==> src/shared/adc_ctl_pkg.sv <==
package adc_ctl_pkg;

   // ************************************************************
   // register byte offsets
   // ************************************************************
   localparam logic [11:0] OFS_MODULE_CONTROL    = 12'h000;
   localparam logic [11:0] OFS_FORMAT_RESOLUTION = 12'h004;
   localparam logic [11:0] OFS_SHARED_TIMING     = 12'h008;
   localparam logic [11:0] OFS_REF_STATUS_SAMPLE = 12'h00C;
   localparam logic [11:0] OFS_TRIGGER_SUSPEND   = 12'h010;

   // ************************************************************
   // field positions
   // ************************************************************
   localparam int BIT_MODULE_ENABLE = 15;
   localparam int BIT_IDLE_STOP     = 13;
   localparam int BIT_FRACTIONAL    = 7;
   localparam int POS_RES_LO        = 5;
   localparam int BIT_RDY_IRQ_EN    = 15;
   localparam int BIT_ERR_IRQ_EN    = 14;
   localparam int BIT_EARLY_IRQ_EN  = 12;
   localparam int BIT_EXT_REQ_EN    = 11;
   localparam int POS_LEAD_LO       = 8;
   localparam int POS_DIV_LO        = 0;
   localparam int BIT_REF_READY     = 15;
   localparam int BIT_REF_ERROR     = 14;
   localparam int POS_SAMPLE_LO     = 0;
   localparam int POS_REFERENCE_SELECT_LO     = 13;
   localparam int BIT_SUSPEND       = 12;
   localparam int BIT_SUSP_IRQ_EN   = 11;
   localparam int BIT_SUSP_READY    = 10;
   localparam int BIT_MANUAL_SAMP   = 9;
   localparam int BIT_CHAN_TRIG     = 8;
   localparam int BIT_LEVEL_TRIG    = 7;
   localparam int BIT_PULSE_TRIG    = 6;
   localparam int POS_CHAN_LO       = 0;
   localparam int BYTE_W            = 8;

   // ************************************************************
   // widths, reset values and timing constants
   // ************************************************************
   localparam int RES_W    = 2;
   localparam int LEAD_W   = 3;
   localparam int DIV_W    = 7;
   localparam int SAMPLE_W = 10;
   localparam int REFERENCE_SELECT_W = 3;
   localparam int CHAN_W   = 6;
   localparam logic [RES_W-1:0]    RES_RESET   = 2'h3;
   localparam logic [3:0]          RES_BASE    = 4'h6;
   localparam logic [3:0]          LEAD_ADD    = 4'h1;
   localparam logic [7:0]          DIV_MIN     = 8'h02;
   localparam logic [SAMPLE_W:0]   SAMPLE_ADD  = 11'h002;
   localparam logic [SAMPLE_W:0]   SAMPLE_MAX  = 11'h401;

   typedef struct packed {
      logic                module_enable;
      logic                idle_stop;
      logic                fractional_format;
      logic [RES_W-1:0]    shared_resolution;
      logic                ref_ready_irq_en;
      logic                ref_error_irq_en;
      logic                early_irq_en;
      logic                ext_request_en;
      logic [LEAD_W-1:0]   shared_early_lead;
      logic [DIV_W-1:0]    shared_clock_divider;
      logic [SAMPLE_W-1:0] shared_sample_time;
      logic [REFERENCE_SELECT_W-1:0] reference_select;
      logic                suspend;
      logic                suspend_irq_en;
      logic                suspended_ready_flag;
      logic                shared_manual_sampling;
      logic                single_channel_trigger;
      logic                level_soft_trigger;
      logic                pulse_soft_trigger;
      logic [CHAN_W-1:0]   trigger_channel_number;
      logic                bg_meta;
      logic                bg_sync;
      logic                bg_prev;
      logic                ref_error_flag;
      logic                common_irq;
      logic [31:0]         prdata;
   } state_t;

endpackage

==> src/design/adc_common_ctl.sv <==
// How it works
// - bit 15 of the module control word switches the converter on; resets off.
// - idle-stop set halts the module while the device idles.
// - format bit 7 picks fractional when one, integer when zero.
// - resolution code 11/10/01/00 gives 12/10/8/6 bits; resets to 12.
// - early enable routes per-input interrupts from early flags, else done.
// - early lead code N puts the early flag N+1 core clocks ahead.
// - core clock period is twice the divider code, minimum two.
// - shared sample time is code plus two core clocks.
// - ready interrupt enable raises the common interrupt on reference ready.
// - error interrupt enable raises the common interrupt on reference error.
// - reference ready status is read-only and follows the band gap.
// - reference error sets when the band gap drops while enabled.
// - external request enable lets the trigger generator request conversions.
// - unimplemented bits ignore writes and read zero.
// - flag bits and the channel and pulse trigger bits are hardware driven; level trigger and other fields plain R/W.
// - suspend blocks the channel, level and pulse triggers to all cores; external request enable is not gated by it.
// - suspended ready sets when suspended and idle; may raise the interrupt.
// - single channel trigger fires once for the chosen channel, self-clears.
// - level trigger fires continuously; pulse trigger fires once, self-clears.
`timescale 1ns/10ps
`default_nettype none
module adc_common_ctl
   import adc_ctl_pkg::*;
#(
   parameter int N_INPUTS = 24
)
(
   // clock and reset
   input  wire logic                          I_MCLK,
   input  wire logic                          I_RESETN,
   // apb slave
   input  wire logic                          I_PSEL,
   input  wire logic                          I_PENABLE,
   input  wire logic                          I_PWRITE,
   input  wire logic [11:0]                   I_PADDR,
   input  wire logic [31:0]                   I_PWDATA,
   input  wire logic [3:0]                    I_PSTRB,
   output var  logic [31:0]                   O_PRDATA,
   output var  logic                          O_PREADY,
   output var  logic                          O_PSLVERR,
   // device and analog status
   input  wire logic                          I_IDLE,
   input  wire logic                          I_BANDGAP_READY,
   input  wire logic                          I_CONV_BUSY,
   input  wire logic [N_INPUTS-1:0]           I_EARLY_STATUS,
   input  wire logic [N_INPUTS-1:0]           I_CONV_DONE,
   // core configuration
   output var  logic                          O_MODULE_ON,
   output var  logic                          O_FRACTIONAL,
   output var  logic [adc_ctl_pkg::RES_W-1:0] O_SHARED_RES,
   output var  logic [3:0]                    O_SHARED_RES_BITS,
   output var  logic [3:0]                    O_EARLY_LEAD_CYCLES,
   output var  logic [7:0]                    O_CORE_CLK_DIV,
   output var  logic [10:0]                   O_SAMPLE_CYCLES,
   output var  logic [2:0]                    O_REFERENCE_SELECT,
   output var  logic                          O_EXT_REQUEST_EN,
   output var  logic                          O_MANUAL_SAMPLING,
   // triggers and interrupts
   output var  logic                          O_CHANNEL_TRIGGER,
   output var  logic [5:0]                    O_TRIGGER_CHANNEL,
   output var  logic                          O_LEVEL_TRIGGER,
   output var  logic                          O_PULSE_TRIGGER,
   output var  logic [N_INPUTS-1:0]           O_INPUT_IRQ,
   output var  logic                          O_COMMON_IRQ
);
   import adc_ctl_pkg::*;

   state_t              st_q;
   state_t              st_d;
   logic [N_INPUTS-1:0] input_irq_q;
   logic [15:0]         cur;
   logic [15:0]         wd;
   logic                hit;
   logic                wr;
   logic                setup;
   logic                trig_ok;

   // ************************************************************
   // register read view and decode
   // ************************************************************
   always_comb
   begin
      hit = 1'b1;
      cur = 16'h0000;
      if (I_PADDR == OFS_MODULE_CONTROL)
      begin
         cur[BIT_MODULE_ENABLE] = st_q.module_enable;
         cur[BIT_IDLE_STOP]     = st_q.idle_stop;
      end
      else if (I_PADDR == OFS_FORMAT_RESOLUTION)
      begin
         cur[BIT_FRACTIONAL] = st_q.fractional_format;
         cur[POS_RES_LO +: RES_W] = st_q.shared_resolution;
      end
      else if (I_PADDR == OFS_SHARED_TIMING)
      begin
         cur[BIT_RDY_IRQ_EN]   = st_q.ref_ready_irq_en;
         cur[BIT_ERR_IRQ_EN]   = st_q.ref_error_irq_en;
         cur[BIT_EARLY_IRQ_EN] = st_q.early_irq_en;
         cur[BIT_EXT_REQ_EN]   = st_q.ext_request_en;
         cur[POS_LEAD_LO +: LEAD_W] = st_q.shared_early_lead;
         cur[POS_DIV_LO +: DIV_W]   = st_q.shared_clock_divider;
      end
      else if (I_PADDR == OFS_REF_STATUS_SAMPLE)
      begin
         cur[BIT_REF_READY] = st_q.bg_sync;
         cur[BIT_REF_ERROR] = st_q.ref_error_flag;
         cur[POS_SAMPLE_LO +: SAMPLE_W] = st_q.shared_sample_time;
      end
      else if (I_PADDR == OFS_TRIGGER_SUSPEND)
      begin
         cur[POS_REFERENCE_SELECT_LO +: REFERENCE_SELECT_W] = st_q.reference_select;
         cur[BIT_SUSPEND]     = st_q.suspend;
         cur[BIT_SUSP_IRQ_EN] = st_q.suspend_irq_en;
         cur[BIT_SUSP_READY]  = st_q.suspended_ready_flag;
         cur[BIT_MANUAL_SAMP] = st_q.shared_manual_sampling;
         cur[BIT_CHAN_TRIG]   = st_q.single_channel_trigger;
         cur[BIT_LEVEL_TRIG]  = st_q.level_soft_trigger;
         cur[BIT_PULSE_TRIG]  = st_q.pulse_soft_trigger;
         cur[POS_CHAN_LO +: CHAN_W] = st_q.trigger_channel_number;
      end
      else
      begin
         hit = 1'b0;
      end
   end

   assign setup     = I_PSEL && !I_PENABLE;
   assign wr        = I_PSEL && I_PENABLE && I_PWRITE && hit;
   assign O_PREADY  = 1'b1;
   assign O_PSLVERR = I_PSEL && I_PENABLE && !hit;
   assign O_PRDATA  = st_q.prdata;

   // byte lanes merge over current contents
   assign wd[BYTE_W-1:0]        = I_PSTRB[0] ? I_PWDATA[BYTE_W-1:0]
                                             : cur[BYTE_W-1:0];
   assign wd[2*BYTE_W-1:BYTE_W] = I_PSTRB[1] ? I_PWDATA[2*BYTE_W-1:BYTE_W]
                                             : cur[2*BYTE_W-1:BYTE_W];

   // ************************************************************
   // next state
   // ************************************************************
   always_comb
   begin
      st_d = st_q;
      st_d.prdata = setup ? {16'h0000, cur} : st_q.prdata;
      // self-clearing one-shot triggers
      st_d.single_channel_trigger = 1'b0;
      st_d.pulse_soft_trigger     = 1'b0;
      if (wr && I_PADDR == OFS_MODULE_CONTROL)
      begin
         st_d.module_enable = wd[BIT_MODULE_ENABLE];
         st_d.idle_stop     = wd[BIT_IDLE_STOP];
      end
      else if (wr && I_PADDR == OFS_FORMAT_RESOLUTION)
      begin
         st_d.fractional_format = wd[BIT_FRACTIONAL];
         st_d.shared_resolution = wd[POS_RES_LO +: RES_W];
      end
      else if (wr && I_PADDR == OFS_SHARED_TIMING)
      begin
         st_d.ref_ready_irq_en     = wd[BIT_RDY_IRQ_EN];
         st_d.ref_error_irq_en     = wd[BIT_ERR_IRQ_EN];
         st_d.early_irq_en         = wd[BIT_EARLY_IRQ_EN];
         st_d.ext_request_en       = wd[BIT_EXT_REQ_EN];
         st_d.shared_early_lead    = wd[POS_LEAD_LO +: LEAD_W];
         st_d.shared_clock_divider = wd[POS_DIV_LO +: DIV_W];
      end
      else if (wr && I_PADDR == OFS_REF_STATUS_SAMPLE)
      begin
         st_d.shared_sample_time = wd[POS_SAMPLE_LO +: SAMPLE_W];
      end
      else if (wr && I_PADDR == OFS_TRIGGER_SUSPEND)
      begin
         st_d.reference_select       = wd[POS_REFERENCE_SELECT_LO +: REFERENCE_SELECT_W];
         st_d.suspend                = wd[BIT_SUSPEND];
         st_d.suspend_irq_en         = wd[BIT_SUSP_IRQ_EN];
         st_d.shared_manual_sampling = wd[BIT_MANUAL_SAMP];
         st_d.level_soft_trigger     = wd[BIT_LEVEL_TRIG];
         st_d.trigger_channel_number = wd[POS_CHAN_LO +: CHAN_W];
         st_d.single_channel_trigger = I_PSTRB[1] && I_PWDATA[BIT_CHAN_TRIG];
         st_d.pulse_soft_trigger     = I_PSTRB[0] && I_PWDATA[BIT_PULSE_TRIG];
      end
      // band gap synchroniser
      st_d.bg_meta = I_BANDGAP_READY;
      st_d.bg_sync = st_q.bg_meta;
      st_d.bg_prev = st_q.bg_sync;
      // error held while enabled, set wins over clear
      if (st_q.module_enable && st_q.bg_prev && !st_q.bg_sync)
      begin
         st_d.ref_error_flag = 1'b1;
      end
      else if (!st_q.module_enable)
      begin
         st_d.ref_error_flag = 1'b0;
      end
      st_d.suspended_ready_flag = st_q.suspend && !I_CONV_BUSY;
      st_d.common_irq =
         (st_q.ref_ready_irq_en && st_q.bg_sync && !st_q.bg_prev) ||
         (st_q.ref_error_irq_en && st_d.ref_error_flag
            && !st_q.ref_error_flag) ||
         (st_q.suspend_irq_en && st_d.suspended_ready_flag
            && !st_q.suspended_ready_flag);
   end

   always_ff @(posedge I_MCLK or negedge I_RESETN)
   begin
      if (!I_RESETN)
      begin
         st_q <= '0;
         st_q.shared_resolution <= RES_RESET;
      end
      else
      begin
         st_q <= st_d;
      end
   end

   // ************************************************************
   // per-input interrupt source select
   // ************************************************************
   genvar gi;
   generate
      for (gi = 0; gi < N_INPUTS; gi++)
      begin : g_irq
         always_ff @(posedge I_MCLK or negedge I_RESETN)
         begin
            if (!I_RESETN)
            begin
               input_irq_q[gi] <= 1'b0;
            end
            else
            begin
               input_irq_q[gi] <= st_q.early_irq_en ? I_EARLY_STATUS[gi]
                                                    : I_CONV_DONE[gi];
            end
         end
      end
   endgenerate

   // ************************************************************
   // outputs to the cores
   // ************************************************************
   assign O_MODULE_ON = st_q.module_enable
                        && !(st_q.idle_stop && I_IDLE);
   assign trig_ok = O_MODULE_ON && !st_q.suspend;
   assign O_FRACTIONAL        = st_q.fractional_format;
   assign O_SHARED_RES        = st_q.shared_resolution;
   assign O_SHARED_RES_BITS   = RES_BASE
                                + {1'b0, st_q.shared_resolution, 1'b0};
   assign O_EARLY_LEAD_CYCLES = {1'b0, st_q.shared_early_lead}
                                + LEAD_ADD;
   assign O_CORE_CLK_DIV      = (st_q.shared_clock_divider == '0) ? DIV_MIN
                                : {st_q.shared_clock_divider, 1'b0};
   assign O_SAMPLE_CYCLES     = {1'b0, st_q.shared_sample_time}
                                + SAMPLE_ADD;
   assign O_REFERENCE_SELECT  = st_q.reference_select;
   assign O_EXT_REQUEST_EN    = st_q.ext_request_en && O_MODULE_ON;
   assign O_MANUAL_SAMPLING   = st_q.shared_manual_sampling;
   assign O_CHANNEL_TRIGGER   = st_q.single_channel_trigger && trig_ok;
   assign O_TRIGGER_CHANNEL   = st_q.trigger_channel_number;
   assign O_LEVEL_TRIGGER     = st_q.level_soft_trigger && trig_ok;
   assign O_PULSE_TRIGGER     = st_q.pulse_soft_trigger && trig_ok;
   assign O_INPUT_IRQ         = input_irq_q;
   assign O_COMMON_IRQ        = st_q.common_irq;
endmodule
`default_nettype wire

==> config.mk <==
export PLATFORM = sky130hd
export DESIGN_NAME = adc_common_ctl
export DESIGN_NICKNAME = d
export VERILOG_FILES = /design/src/shared/adc_ctl_pkg.sv /design/src/design/adc_common_ctl.sv
export SDC_FILE = /design/constraint.sdc
export NUM_CORES = 1
export LEC_CHECK = 0
export ABC_AREA = 1
export ABC_CLOCK_PERIOD_IN_PS = 2300
export BUFFER_PORTS_ARGS = -buffer_cell sky130_fd_sc_hd__buf_2
export CAP_MARGIN = 20
export CORE_MARGIN = 1
export CORE_UTILIZATION = 52
export DETAILED_ROUTE_END_ITERATION = 7
export HOLD_SLACK_MARGIN = 0.08
export PLACE_DENSITY = 0.86
export SYNTH_ARGS = -nofsm -noshare
export SYNTH_HDL_FRONTEND = slang
export SYNTH_SLANG_ARGS = --single-unit
==> constraint.sdc <==
create_clock -name I_MCLK -period 2.3 [get_ports I_MCLK]
set_clock_uncertainty 0.1 [all_clocks]
set_input_delay 0.115 -clock I_MCLK [delete_from_list [all_inputs] [get_ports I_MCLK]]
set_output_delay 0.115 -clock I_MCLK [all_outputs]
set_load 0.03 [all_outputs]
==> results.md <==
* Least-Margin Pin Slew at approximately 0.87 ns
* Vert. Die Dim at just under 100 um
* Delay-heaviest family, CP: simple AND/OR/NAND/NOR gates
* Crit path buf inv count at 1
* Layout fillers at between 600 and 700
* Initial core utilization at a little over half
* Final Slew Violations at 0
* Predominant post-synthesis flop cell: dfrtp_1
* Max_cap viols at 0
* Placed cells at 879
* Final Setup Violations at 0
* Synth warnings at 0
* H-tree depth at 3
* Pleak at 3.58 nW
* Core Area at 0.00889 mm2
* Synthesized area at between 0.004 and 0.005 mm2
* Post-DP HPWL at ~9.9 mm
* GP Congestion at 0.906
* Fin crit share at around 90%
* Max-slew headroom at 41.8%
* Critical Path Slowest Stage Cell: dfrtp_1
* Critical Path RT at between 2 and 2.5 ns
* Worst setup margin at ~0.22 ns
* GRT overflow at 0
* Avg Cell Area, Syn at about 7.5 um2
* Total track usage at approximately a third
* Vias in the first global route at between 4k and 5k
* Hold_ws at approximately 0.090 ns
* First-pass GRT wire length at 23.4 mm
* Post-Place Setup Slack at roughly 0.48 ns
* Wirelength, routed at 15.1 mm
* Kind of critical path: reg -> out
* Most frequent cells in the layout: nand2_1 (283), buf_2 (169), dfrtp_1 (87)
* Crit start category: flop
* Pre-antenna DRT Iters at 5
* Vias at around 4.9k
* Synth async-reset ratio at between 90% and 100%
* Post-CTS Setup Inserts at 0
* Clock buffer depth at 2
* I/O pin total at 208
* Clock sink total at 90
* Num rows at 34
* Post-synthesis cell type count at 33
* CP cell instances: ha_1 > nand3_1 > nor3_1 > nand3_1 > xor2_1 > buf_2
* FMAX at around 0.48 GHz
* Area of the die at 0.00973 mm2
* Max rail drop VDD at around 0.00032 V
* Commonest non-fill, non-tap cell in the layout: nand2_1
* I/O Buffers at 170
* Cells after Synth at ~650
* Hold Vio Cnt, Final at 0
* Setup TNS at 0 ns
* Power density over the cells at around 480 mW/mm2
* Largest net degree at the start of global routing at around 70
* Worst skew pair latency at ~0.35 ns
* EDFF count, synth at 0
* Crit-path most repeated cell: nand3_1
* Routed len/inst at between 15 and 20 um
* Vias per Instance at 5.09
* CP max FO at 4
* Area delta synth->final at 31.8%
* Status: finished clean
* Antenna violations before repair at 1
* CTS tree: done
* Worst Path Arrival at approximately 1.9 ns
* Clk slew on worst S/H paths at 0.08 ns
* Fraction of layout cells with a size suffix above 1 at between 20% and 30%
* Die X at between 90 and 100 um
* Root Buffer: clkbuf_8
* DRC Markers at 0
* RSZ-0062 raised after global routing: false
* Setup crit end kind: primary output
* Min cycle time layout at about 2.1 ns
* Slowest stage delay, CP at about 0.42 ns
* Antenna-violating nets left at 0
* Num CTS Buffers at 9
* Sequential share of the synthesized area at 46.4%
* 1st-iter DRT viols at between 200 and 300
* Hold Path Class: in -> reg
* Synth Register Bits at 90
* Fin nets at around 960
* Non-Filler Instances at approximately 970
## metal layers
layer | up-vias | share of wire (%) | GRT usage (%)
li1 | 2336 | - | -
met1 | 2283 | 38 | 36.4
met2 | 263 | 50 | 56.3
met3 | 37 | 7.6 | 6.10
met4 | 0 | 3.7 | 15.2
met5 | - | 0 | 0
## where the power goes
| group | switching, W | total (W) | internal [W] |
|---|---|---|---|
| Sequential | 0.0000131 | 0.00163 | 0.00161 |
| Combinational | 0.000283 | 0.000469 | 0.000186 |
| Clock | 0.000560 | 0.000984 | 0.000424 |
## final cells by class
type                       instances  area [um2]  area share, %
multi-input combinational        448        2000           31.2
sequential                        90        2260           35.2
clock inverter                     4        26.3          0.410
clock buffer                      12         145           2.27
antenna                            1        2.50         0.0391
inverter                          54         203           3.17
tap                              108         135           2.11
timing repair buffer             249        1630           25.5
## final timing paths
kind	start	end	slack [ns]	cells past startpoint
max	st_q[55]	O_SAMPLE_CYCLES[9]	0.22	6
min	I_PWDATA[5]	st_q[68]	0.09	4
max reg2reg	st_q[74]	O_INPUT_IRQ[21]	0.22	5
min reg2reg	st_d[35]	st_d[34]	0.26	0
max in group asynchronous	I_RESETN	st_q[74]	1.12	3
min in group asynchronous	I_RESETN	st_q[33]	0.33	2
## per-stage QoR
step / instance area [um2] / utilization (%) / power [W]
final: 6400 / 72.0 / 0.00308
after global routing: 6400 / 72.0 / 0.00319
after CTS: 6400 / 72.0 / 0.00308
after detailed placement: 5530 / 62.1 / 0.00202
after global placement: 5530 / 62.1 / 0.00201
after floorplan: 4920 / - / 0.00189
## registers in the layout, indices dropped and copies added (netlist names)
name	count
O_COMMON_IRQ	1
O_FRACTIONAL	1
O_INPUT_IRQ	24
O_MANUAL_SAMPLING	1
O_PRDATA	16
O_REFERENCE_SELECT	3
O_SHARED_RES	2
O_TRIGGER_CHANNEL	6
st_d	2
st_q	34
## synthesized netlist by cell type, types with 6 or more instances
library cell | n | area share [%]
o21ai_1 | 13 | 1.3
clkbuf_1 | 17 | 1.3
nor2_1 | 25 | 1.9
inv_1 | 48 | 3.7
xor2_1 | 8 | 1.4
nand2_1 | 283 | 22
dfrtp_1 | 88 | 45
nand3_1 | 53 | 5.5
o21ai_0 | 6 | 0.62
nor2_2 | 6 | 0.77
buf_4 | 49 | 7.6
## worst min-delay path, cell delays in order
cell,delay [ns]
buf_2,0.07
or2_2,0.09
nand2_1,0.10
o21ai_1,0.13
## cell families (layout without fill, tap and decap cells)
kind of cell	count (synthesis)	count (layout)	share of synthesized area (%)
flops	90	90	46.4
xor+xnor	8	8	1.44
fa+ha+maj	3	3	0.773
other cells	2	20	0.155
compound gates	29	29	3.30
buf+inv	124	319	13.7
simple gates	389	389	34.2
## timing repair
action	4_1_cts	5_1_grt
hold buffers	70	0
endpoints found under the hold margin	135	0
setup endpoints to repair	0	24
gates resized for setup	0	1
Power figures use the tool's default switching activity.
